<file path="src/pkg/port_phy_control_map.vh">
// Register map of the per-port PHY control bank.
// Included by the bank module; holds definitions only.
`ifndef PORT_PHY_CONTROL_MAP_VH
`define PORT_PHY_CONTROL_MAP_VH

// Register offsets
`define ADVERTISE_P1_ADDR 8'h2C
`define ADVERTISE_P2_ADDR 8'h3C
`define MISC_CTRL_P1_ADDR 8'h2D
`define MISC_CTRL_P2_ADDR 8'h3D
`define MISC_CTRL_P3_ADDR 8'h4D
`define MISC_CTRL_P4_ADDR 8'h5D

// Advertisement register fields
`define ADV_AN_DISABLE_BIT 7
`define ADV_FORCE_SPEED_BIT 6
`define ADV_FORCE_DUPLEX_BIT 5
`define ADV_FLOW_BIT 4
`define ADV_100FD_BIT 3
`define ADV_100HD_BIT 2
`define ADV_10FD_BIT 1
`define ADV_10HD_BIT 0
`define ADVERTISE_RESET 8'h5F

// Misc control register fields
`define MISC_BLANK_BIT 7
`define MISC_TX_OFF_BIT 6
`define MISC_RENEG_BIT 5
`define MISC_RSVD_BIT 4
`define MISC_PWR_DOWN_BIT 3
`define MISC_XOVER_DIS_BIT 2
`define MISC_STRAIGHT_BIT 1
`define MISC_RETURN_BIT 0
`define MISC_CTRL_RESET 8'h00
`define MISC_WRITE_MASK 8'hEF
`define MISC_RETURN_ONLY_MASK 8'h01

`endif

</file>
<file path="src/verilog/port_phy_control_regs.v">
// Per-port PHY control bank: advertisement and misc control registers
// for the two PHY ports, plus the MAC return-path bit of ports 3 and 4.
// Assumes a simple synchronous register port driven by the management
// logic; all inputs are synchronous to clk_i.
// Reads answer one cycle after the strobe; writes have no answer.
// Ports 3 and 4 have no PHY, so only their MAC return bit is kept.
`timescale 1ns/1ps
`default_nettype none
`include "port_phy_control_map.vh"

// Contract
// - Advertised flow-control bit offers pause ability when 1; defaults to 1.
// - 100BT full-duplex ability advertised while its bit is set; default set.
// - 100BT half-duplex ability advertised while its bit is set; default set.
// - 10BT full-duplex ability advertised while its bit is set; default set.
// - 10BT half-duplex ability advertised while its bit is set; default set.
// - Blanking bit forces both port indicators high (off); default cleared.
// - Transmit-disable bit turns the port transmitter off; resets to 0.
// - Writing 1 restarts negotiation; bit self-clears; writing 0 does nothing.
// - Power-down bit places the port in power-down; resets to 0.
// - Crossover-disable bit stops automatic MDI/MDI-X selection; resets to 0.
// - With crossover disabled, bit 1 picks MDI (1) or MDI-X (0).
// - Port 1 return bit loops traffic at port 1 MAC, port 2 monitors.
// - Bit 0 at 77 or 93 loops port 3 or 4, port 2 monitors.
// - With negotiation disabled, speed and duplex come from bits 6 and 5.
module port_phy_control_regs (
   // Clock and reset
   input wire clk_i,
   input wire sys_rst_i,
   // Register port
   input wire [7:0] reg_addr_i,
   input wire reg_wr_i,
   input wire [7:0] reg_wdata_i,
   input wire reg_rd_i,
   output reg [7:0] reg_rdata_o,
   output reg reg_rvalid_o,
   // Negotiation results from each PHY (index 0 = port 1)
   input wire [1:0] an_done_i,
   input wire [1:0] an_speed_100_i,
   input wire [1:0] an_full_duplex_i,
   // Raw indicator drive from the LED logic
   input wire [1:0] port_indicator_first_i,
   input wire [1:0] port_indicator_second_i,
   // Negotiation controls to each PHY
   output reg [1:0] an_enable_o,
   output reg [1:0] adv_flow_o,
   output reg [1:0] adv_100fd_o,
   output reg [1:0] adv_100hd_o,
   output reg [1:0] adv_10fd_o,
   output reg [1:0] adv_10hd_o,
   output reg [1:0] renegotiate_request_o,
   output reg [1:0] link_speed_100_o,
   output reg [1:0] link_full_duplex_o,
   // PHY analog and pairing controls
   output reg [1:0] tx_disable_o,
   output reg [1:0] power_down_o,
   output reg [1:0] crossover_auto_o,
   output reg [1:0] force_straight_pairing_o,
   // Indicator pins, active low (high = off)
   output reg [1:0] port_indicator_first_o,
   output reg [1:0] port_indicator_second_o,
   // MAC return path per switch port (index 0 = port 1), monitor is port 2
   output reg [3:0] mac_return_path_o
);

   // Register storage
   reg [7:0] advertise [0:1];
   reg [7:0] misc_ctrl [0:3];
   reg [7:0] next_rdata;
   // Loop indices, one per process so no variable has two drivers
   integer i;
   integer n_neg;
   integer n_req;
   integer n_link;
   integer n_pwr;
   integer n_mdi;
   integer n_led;
   integer n_ret;

   // Offset decode: 0..1 advertisement ports, 2..5 misc ports, 7 unmapped
   function [2:0] decode_addr;
      input [7:0] addr;
      begin
         case (addr)
            `ADVERTISE_P1_ADDR: decode_addr = 3'h0;
            `ADVERTISE_P2_ADDR: decode_addr = 3'h1;
            `MISC_CTRL_P1_ADDR: decode_addr = 3'h2;
            `MISC_CTRL_P2_ADDR: decode_addr = 3'h3;
            `MISC_CTRL_P3_ADDR: decode_addr = 3'h4;
            `MISC_CTRL_P4_ADDR: decode_addr = 3'h5;
            default: decode_addr = 3'h7;
         endcase
      end
   endfunction

   // Writable bits of a misc register; ports 3 and 4 have no PHY behind them
   function [7:0] misc_mask;
      input [1:0] port;
      begin
         misc_mask = (port < 2'd2) ? `MISC_WRITE_MASK : `MISC_RETURN_ONLY_MASK;
      end
   endfunction

   // Forced value wins over the negotiated one when told to ignore
   // negotiation; shared by the speed and duplex selections
   function pick_link;
      input use_forced;
      input forced_val;
      input negotiated_val;
      begin
         pick_link = use_forced ? forced_val : negotiated_val;
      end
   endfunction

   // Strobe decode; writes to unmapped offsets fall through unnoticed
   wire [2:0] sel = decode_addr(reg_addr_i);
   wire [1:0] misc_port = sel[1:0] - 2'd2;
   wire adv_hit = reg_wr_i && (sel < 3'h2);
   wire misc_hit = reg_wr_i && (sel >= 3'h2) && (sel <= 3'h5);

   // Advertisement writes; every bit of these registers is writable
   always @(posedge clk_i or posedge sys_rst_i) begin
      if (sys_rst_i) begin
         advertise[0] <= `ADVERTISE_RESET;
         advertise[1] <= `ADVERTISE_RESET;
      end else begin
         if (adv_hit) begin
            advertise[sel[0]] <= reg_wdata_i;
         end
      end
   end

   // Misc writes; restart bit self-clears the cycle after it is set,
   // and a write landing in that same cycle wins over the clear
   always @(posedge clk_i or posedge sys_rst_i) begin
      if (sys_rst_i) begin
         for (i = 0; i < 4; i = i + 1) begin
            misc_ctrl[i] <= `MISC_CTRL_RESET;
         end
      end else begin
         for (i = 0; i < 2; i = i + 1) begin
            misc_ctrl[i][`MISC_RENEG_BIT] <= 1'b0;
         end
         if (misc_hit) begin
            misc_ctrl[misc_port] <= reg_wdata_i & misc_mask(misc_port);
         end
      end
   end

   // Read mux; unmapped offsets read as zero
   always @* begin
      case (sel)
         3'h0: next_rdata = advertise[0];
         3'h1: next_rdata = advertise[1];
         3'h2: next_rdata = misc_ctrl[0];
         3'h3: next_rdata = misc_ctrl[1];
         3'h4: next_rdata = misc_ctrl[2];
         3'h5: next_rdata = misc_ctrl[3];
         default: next_rdata = 8'h00;
      endcase
   end

   // Read data registered one cycle after the read strobe
   always @(posedge clk_i or posedge sys_rst_i) begin
      if (sys_rst_i) begin
         reg_rdata_o <= 8'h00;
         reg_rvalid_o <= 1'b0;
      end else begin
         reg_rvalid_o <= reg_rd_i;
         if (reg_rd_i) begin
            reg_rdata_o <= next_rdata;
         end
      end
   end

   // Ability offers to each PHY, registered so a PHY never sees a
   // half-written advertisement
   always @(posedge clk_i or posedge sys_rst_i) begin
      if (sys_rst_i) begin
         an_enable_o <= 2'h3;
         adv_flow_o <= 2'h3;
         adv_100fd_o <= 2'h3;
         adv_100hd_o <= 2'h3;
         adv_10fd_o <= 2'h3;
         adv_10hd_o <= 2'h3;
      end else begin
         for (n_neg = 0; n_neg < 2; n_neg = n_neg + 1) begin
            an_enable_o[n_neg] <= ~advertise[n_neg][`ADV_AN_DISABLE_BIT];
            adv_flow_o[n_neg] <= advertise[n_neg][`ADV_FLOW_BIT];
            adv_100fd_o[n_neg] <= advertise[n_neg][`ADV_100FD_BIT];
            adv_100hd_o[n_neg] <= advertise[n_neg][`ADV_100HD_BIT];
            adv_10fd_o[n_neg] <= advertise[n_neg][`ADV_10FD_BIT];
            adv_10hd_o[n_neg] <= advertise[n_neg][`ADV_10HD_BIT];
         end
      end
   end

   // Restart pulse; follows the self-clearing bit, one cycle per write
   always @(posedge clk_i or posedge sys_rst_i) begin
      if (sys_rst_i) begin
         renegotiate_request_o <= 2'h0;
      end else begin
         for (n_req = 0; n_req < 2; n_req = n_req + 1) begin
            renegotiate_request_o[n_req] <= misc_ctrl[n_req][`MISC_RENEG_BIT];
         end
      end
   end

   // Speed and duplex handed to the MAC; duplex also falls back to the
   // forced bit while negotiation has not completed
   always @(posedge clk_i or posedge sys_rst_i) begin
      if (sys_rst_i) begin
         link_speed_100_o <= 2'h3;
         link_full_duplex_o <= 2'h0;
      end else begin
         for (n_link = 0; n_link < 2; n_link = n_link + 1) begin
            link_speed_100_o[n_link] <=
               pick_link(advertise[n_link][`ADV_AN_DISABLE_BIT],
                         advertise[n_link][`ADV_FORCE_SPEED_BIT], an_speed_100_i[n_link]);
            // Forced duplex, also on failed negotiation
            link_full_duplex_o[n_link] <=
               pick_link(advertise[n_link][`ADV_AN_DISABLE_BIT] | ~an_done_i[n_link],
                         advertise[n_link][`ADV_FORCE_DUPLEX_BIT], an_full_duplex_i[n_link]);
         end
      end
   end

   // Transmitter and power controls of each PHY
   always @(posedge clk_i or posedge sys_rst_i) begin
      if (sys_rst_i) begin
         tx_disable_o <= 2'h0;
         power_down_o <= 2'h0;
      end else begin
         for (n_pwr = 0; n_pwr < 2; n_pwr = n_pwr + 1) begin
            tx_disable_o[n_pwr] <= misc_ctrl[n_pwr][`MISC_TX_OFF_BIT];
            power_down_o[n_pwr] <= misc_ctrl[n_pwr][`MISC_PWR_DOWN_BIT];
         end
      end
   end

   // Pair selection; the forced choice is gated here so a stale forced
   // bit cannot fight the automatic crossover logic in the PHY
   always @(posedge clk_i or posedge sys_rst_i) begin
      if (sys_rst_i) begin
         crossover_auto_o <= 2'h3;
         force_straight_pairing_o <= 2'h0;
      end else begin
         for (n_mdi = 0; n_mdi < 2; n_mdi = n_mdi + 1) begin
            crossover_auto_o[n_mdi] <= ~misc_ctrl[n_mdi][`MISC_XOVER_DIS_BIT];
            force_straight_pairing_o[n_mdi] <= misc_ctrl[n_mdi][`MISC_XOVER_DIS_BIT] &
                                               misc_ctrl[n_mdi][`MISC_STRAIGHT_BIT];
         end
      end
   end

   // Indicator pins are active low, so blanking ORs a one onto the raw
   // drive; costs one cycle of lag on the indicators
   always @(posedge clk_i or posedge sys_rst_i) begin
      if (sys_rst_i) begin
         port_indicator_first_o <= 2'h3;
         port_indicator_second_o <= 2'h3;
      end else begin
         for (n_led = 0; n_led < 2; n_led = n_led + 1) begin
            port_indicator_first_o[n_led] <= port_indicator_first_i[n_led] |
                                             misc_ctrl[n_led][`MISC_BLANK_BIT];
            port_indicator_second_o[n_led] <= port_indicator_second_i[n_led] |
                                              misc_ctrl[n_led][`MISC_BLANK_BIT];
         end
      end
   end

   // MAC return path of all four switch ports, port 2 monitors
   always @(posedge clk_i or posedge sys_rst_i) begin
      if (sys_rst_i) begin
         mac_return_path_o <= 4'h0;
      end else begin
         for (n_ret = 0; n_ret < 4; n_ret = n_ret + 1) begin
            mac_return_path_o[n_ret] <= misc_ctrl[n_ret][`MISC_RETURN_BIT];
         end
      end
   end

endmodule // port_phy_control_regs

`default_nettype wire

</file>
<file path="config.mk">
export PLATFORM = sky130hd
export DESIGN_NAME = port_phy_control_regs
export DESIGN_NICKNAME = d
export VERILOG_FILES = /design/src/verilog/port_phy_control_regs.v
export VERILOG_INCLUDE_DIRS = /design/src /design/src/pkg
export SDC_FILE = /design/constraint.sdc
export NUM_CORES = 1
export LEC_CHECK = 0
export BUFFER_PORTS_ARGS = -buffer_cell sky130_fd_sc_hd__buf_2
export CAP_MARGIN = 20
export CORE_MARGIN = 2
export CORE_UTILIZATION = 50
export DETAILED_ROUTE_END_ITERATION = 10
export PLACE_DENSITY = 0.81
export SYNTH_ARGS = -nofsm -noshare
export SYNTH_HDL_FRONTEND = slang
export SYNTH_SLANG_ARGS = --single-unit
</file>
<file path="constraint.sdc">
create_clock -name clk_i -period 4.65 [get_ports clk_i]
set_input_delay 0.6975 -clock clk_i [delete_from_list [all_inputs] [get_ports clk_i]]
set_output_delay 0.6975 -clock clk_i [all_outputs]
set_load 0.02 [all_outputs]
</file>
* Word-level counts from Yosys, hierarchy flattened
Cells that the tools add are included.
** Storage, ports and cells
- Latch bits :: 0
- Input bits :: 30
- Memory bits (read-only) :: 0
- RAM bits :: 0
- Bits in registers :: 91
- Memories :: 0
** Operators by class
- Multipliers :: 0
- Bitwise logic cells :: 17
- Add/sub/neg operators :: 1
- Order comparisons :: 8
- Divide/modulo/power cells :: 0
- Shift operators :: 0
- Equality and inequality tests :: 11
- Reduce and logical (&&, ||, !) cells :: 6
- Muxes and demuxes :: 14
** Operator list (number)
- $pmux W8 S6 :: 1
- $bwmux W32 :: 1
- $eq A8 B6 Y1 const B :: 4
- $mux W30 :: 1
- $mux W8 :: 3
- $pmux W3 S6 :: 1
- $bwmux W16 :: 1
- $demux W8 S2 :: 1
- $eq A8 B7 Y1 const B :: 2
- $and A8 B8 Y8 :: 1
- $demux W8 S1 :: 1
- $eq A3 B2 Y1 const B :: 2
- $eq A3 B3 Y1 const B :: 2
- $not A1 Y1 :: 6
- $or A1 B1 Y1 :: 6
- $logic_and A1 B1 Y1 :: 5
- $mux W1 :: 4
- $eq A3 B1 Y1 const B :: 1
- $ge A3 B2 Y1 const B :: 1
- $ge A3 B3 Y1 const B :: 1
- $le A3 B3 Y1 const B :: 1
- $logic_not A3 Y1 :: 1
- $lt A3 B1 Y1 const B :: 1
- $lt A3 B2 Y1 const B :: 1
- 7 further kinds :: 8

* Depth between registers and ports, before layout
- Depth in word-level cells :: 10
- Gate-level depth with buffers :: 12

* Worst setup path before layout
OpenSTA, ideal clock, no wires.
- Path type :: input-to-reg
- From :: input port reg_addr_i[7]
- To :: register misc_ctrl[16] in the netlist's numbering
- Setup time :: 0.125 ns
- Arrival :: 2.985 ns
- Required time :: 4.525 ns
- Stages :: 10
- Path buffers :: 0
- Path slack :: 1.540 ns
- Path through :: and4bb_2 nand2_1 nor2_1 inv_1 ha_1 nand2b_1 nor4_4 a31oi_1 nor3b_4 mux2_4
** Between the ends
- Longest elaborated chain between the ends :: 9
- Elaborated cells on any way between the ends :: 19
- Those cells by class :: add/sub (1); order compare (4); eq/ne (6); mux (4); bitwise (1); reduce/logical (3)
** Ends and longest elaborated chain
- start, declared :: RTL line port_phy_control_regs.v:31 : input wire [7:0] reg_addr_i,
- $eq A8 B7 Y1 or $eq A8 B6 Y1 (tied branches) :: RTL line port_phy_control_regs.v:84 : case (addr)
- $pmux W3 S6 (*) :: RTL line port_phy_control_regs.v:84
- $sub A2 B2 Y2 :: RTL line port_phy_control_regs.v:117 : wire [1:0] misc_port = sel[1:0] - 2'd2;
- $not A2 Y3 (implied by the code) :: RTL line port_phy_control_regs.v:145 : misc_ctrl[misc_port] <= reg_wdata_i & misc_mask(misc_port);
- $ge A3 B3 Y1 (implied by the code) or $lt A3 B1 Y1 (tied branches) :: RTL line port_phy_control_regs.v:145
- $logic_and A1 B1 Y1 (implied by the code) :: RTL line port_phy_control_regs.v:145
- $mux W8 (implied by the code) :: RTL line port_phy_control_regs.v:145
- $demux W8 S2 :: RTL line port_phy_control_regs.v:145
- $bwmux W32 :: RTL line port_phy_control_regs.v:145
- end signal, assigned by index :: RTL line port_phy_control_regs.v:138 : misc_ctrl[i] <= `MISC_CTRL_RESET;
- end signal, assigned by index :: RTL line port_phy_control_regs.v:145
- end, declared :: RTL line port_phy_control_regs.v:68 : reg [7:0] misc_ctrl [0:3];
Every way passes the cells marked *; elsewhere a longest branch is shown, timed or not.
A chain may end at the register's enable or synchronous reset.

* Final worst setup path
- From :: input port reg_addr_i[7]
- To :: register misc_ctrl[19] in the netlist's numbering
The elaborated chain is that of the path after synthesis.

==> key figures <==
Outcome
  – Status: finished clean

Finish
  – Area Overhead vs Synth: 18.95%
  – Share of layout cells above drive strength 1: 0.4872
  – Most common cell after layout, fill and taps aside: buf_2
  – Final #Nets: ~380
  – # diodes: 0
  – Commonest cells after routing, fill and taps aside: 72 x buf_2, 55 x dfrtp_1, 32 x dfstp_2, 25 x mux2_2
  – Util after Layout: 0.6117

Worst setup path
  – Crit. End Element: flop
  – Data required, critical path: slightly below 5 ns
  – Minimum setup slack among reg-to-reg paths: ~3.4 ns
  – Critical path arrival: approximately 3.5 ns
  – WS Path Type: input port to flop
  – Reg2Reg Depth: 5
  – Startpoint types: input port
  – Crit path max fanout: 8

Routing
  – ANT nets after route: 0
  – Via Count: about 2500
  – Final WL: 7558 µm
  – Vias/cell: between 5 and 6
  – WL/cell: around 17 µm
  – Pre-Repair DR Iteration Count: 4
  – Residual DRC: 0
  – Initial drt markers: 110

Die
  – Core Box Area: about 7200 µm²
  – Die Ht: 90.14 µm
  – I/O pins: 73
  – Starting Density: 0.5142
  – Die Wd: 90.14 µm
  – Cell Rows: 31
  – DIE AREA: between 8000 and 9000 µm²

Synth
  – Asr flop ratio synth: 1.000
  – Netlist Area Pre-Place: 3710 µm²
  – Unique masters post-synth: between 50 and 60
  – Post-synth top area share: 0.3710
  – Mapped Nets: 303
  – Synth Warn #: 0
  – Post-synth EDFFs: 0
  – Top cell type by total area after synthesis: dfrtp_1
  – Syn_area_per_cell: 13.74 µm²
  – Synthesized instance count: 270
  – Largest cells by area after synthesis: dfrtp_1 37%, dfstp_2 23%, mux2_2 7.6%
  – Primary FF master, synth: dfrtp_1
  – Seq/Total Area, Yosys: 0.5976
  – Synth Register Bits: 87

STA
  – Max Slew Vio Count: 0
  – Fin crit share: 0.7075
  – Final Hold Fails: 0
  – Setup Viol. Count Final: 0
  – Slew margin rel.: 0.3294
  – Fmax achieved: ~300 MHz
  – Least-Margin Pin Slew: approximately 1.0 ns
  – Clock Skew: roughly 0.0053 ns
  – RSZ-0062 raised after global routing: false
  – Fin Setup TNS: 0 ns
  – Minimum clock period after layout: approximately 3.3 ns
  – PnR worst setup slack: between 1 and 1.5 ns

Clock network
  – Clk root buf: clkbuf_8
  – Clock buffer depth: 2
  – Post-CTS Setup Repair Bufs: 0
  – PostCTS Resize Cnt: 0
  – CTS Hold Bufs: 0
  – H-tree depth: 3
  – Clk sinks: 87
  – Num CTS Buffers: 9
  – Clk pin slew, worst setup/hold paths: 0.08 ns
  – TritonCTS clock tree: done
  – Clock latency on the worst-skew pair: approximately 0.35 ns

Placed design
  – Post-DP HPWL: 5373 µm
  – Setup WS pre-CTS: between 1 and 1.5 ns
  – Port Buffers: 72
  – GPL Wtd Cong: approximately 0.86

Global routing
  – Vias in the first global route: around 2400
  – First-pass GRT wire length: ~12000 µm
  – GRT overflow: 0
  – Initial antenna violation count: 0
  – Pin count of the biggest net entering global routing: between 60 and 70
  – Total track usage: 0.1972

Min path
  – Tightest Hold Check Type: input port to asynchronous set/reset pin

Power and ir drop
  – Leakage: roughly 2.2 nW
  – Pwr Density: approximately 400 nW/µm²
  – Peak supply drop: 231.0 µV

Job
  – # Max-Cap Violations: 0
[synth_stat cells (2+ instances only)]
cell / number
a21boi_0: 3
a21oi_1: 2
a22o_1: 7
a31o_2: 2
a31oi_1: 2
a32oi_1: 7
and2_1: 8
and2b_1: 5
and3b_1: 2
and4bb_2: 2
buf_2: 5
clkbuf_1: 5
dfrtp_1: 55
dfstp_2: 32
ha_1: 3
inv_1: 9
mux2_2: 25
mux2_4: 6
mux2i_1: 8
nand2_1: 10
nand2b_1: 10
nand3_1: 7
nor2_1: 4
nor2b_1: 7
nor4_1: 2
o2bb2ai_1: 7
o31ai_1: 7
or2_2: 4
[worst paths after layout]
check,end,from
setup / recovery,misc_ctrl[19],reg_addr_i[7]
max in group asynchronous,advertise[3],sys_rst_i
setup reg to reg,reg_rdata_o[1],misc_ctrl[1]
min in group clk_i,adv_10fd_o[0],advertise[9]
hold reg to reg,adv_10fd_o[0],advertise[9]
hold / removal,mac_return_path_o[1],sys_rst_i
[report_power, final]
group	internal (mW)	switching [mW]
sequential	0.892	0.0524
combinational	0.108	0.140
clock	0.317	0.257
[per-layer routing]
layer  GRT usage  up-vias  wire [µm]
met5           0        -          0
met2      0.2957       95       3521
met3     0.04946       16        365
met4     0.06026        0        170
li1            -     1135          -
met1      0.2854     1232       3501
[through the flow]
stage / hold WS, ns / power (mW) / std cells / instance area [µm²]
5_1_grt: 0.1958 / 1.845 / 450 / 4413
6_report: 0.2017 / 1.767 / 450 / 4413
2_1_floorplan: 0.3540 / 1.114 / 270 / 3710
4_1_cts: 0.3800 / 1.777 / 449 / 4385
3_5_place_dp: 0.3685 / 1.206 / 433 / 4163
3_3_place_gp: 0.3668 / 1.198 / 433 / 4163
[flip-flops by register name, indices dropped and copies added, names as in the netlist, 4 cells and up]
register	count
advertise	16
misc_ctrl	28
reg_rdata_o	8
mac_return_path_o	4
[layout make-up]
cell class / count / area [µm²]
timing repair buffer: 76 / 410.4
clock buffer: 11 / 141.4
fill: 600 / 2801
sequential: 87 / 2217
inverter: 9 / 35.03
clock inverter: 5 / 81.33
tap: 99 / 123.9
multi-input combinational: 163 / 1404
[cells by family (layout without fill, tap and decap cells)]
group	after synthesis	after routing	share of synthesized area
compound gates	50	50	0.1174
buf+inv	20	101	0.02394
xor+xnor	1	1	0.002361
fa+ha+maj	3	3	0.01012
simple gates	70	70	0.1268
mux	39	39	0.1218
flops	87	87	0.5976
[critical path, cell delays in order]
cell	delay (ns)
buf_2	0.11
and4bb_2	0.37
nand2_1	0.07
nor2_1	0.18
inv_1	0.10
ha_1	0.29
nand2b_1	0.24
nor4_4	0.45
a31oi_1	0.18
nor3b_4	0.51
mux2_4	0.34
(Power assumes the default switching activity.)
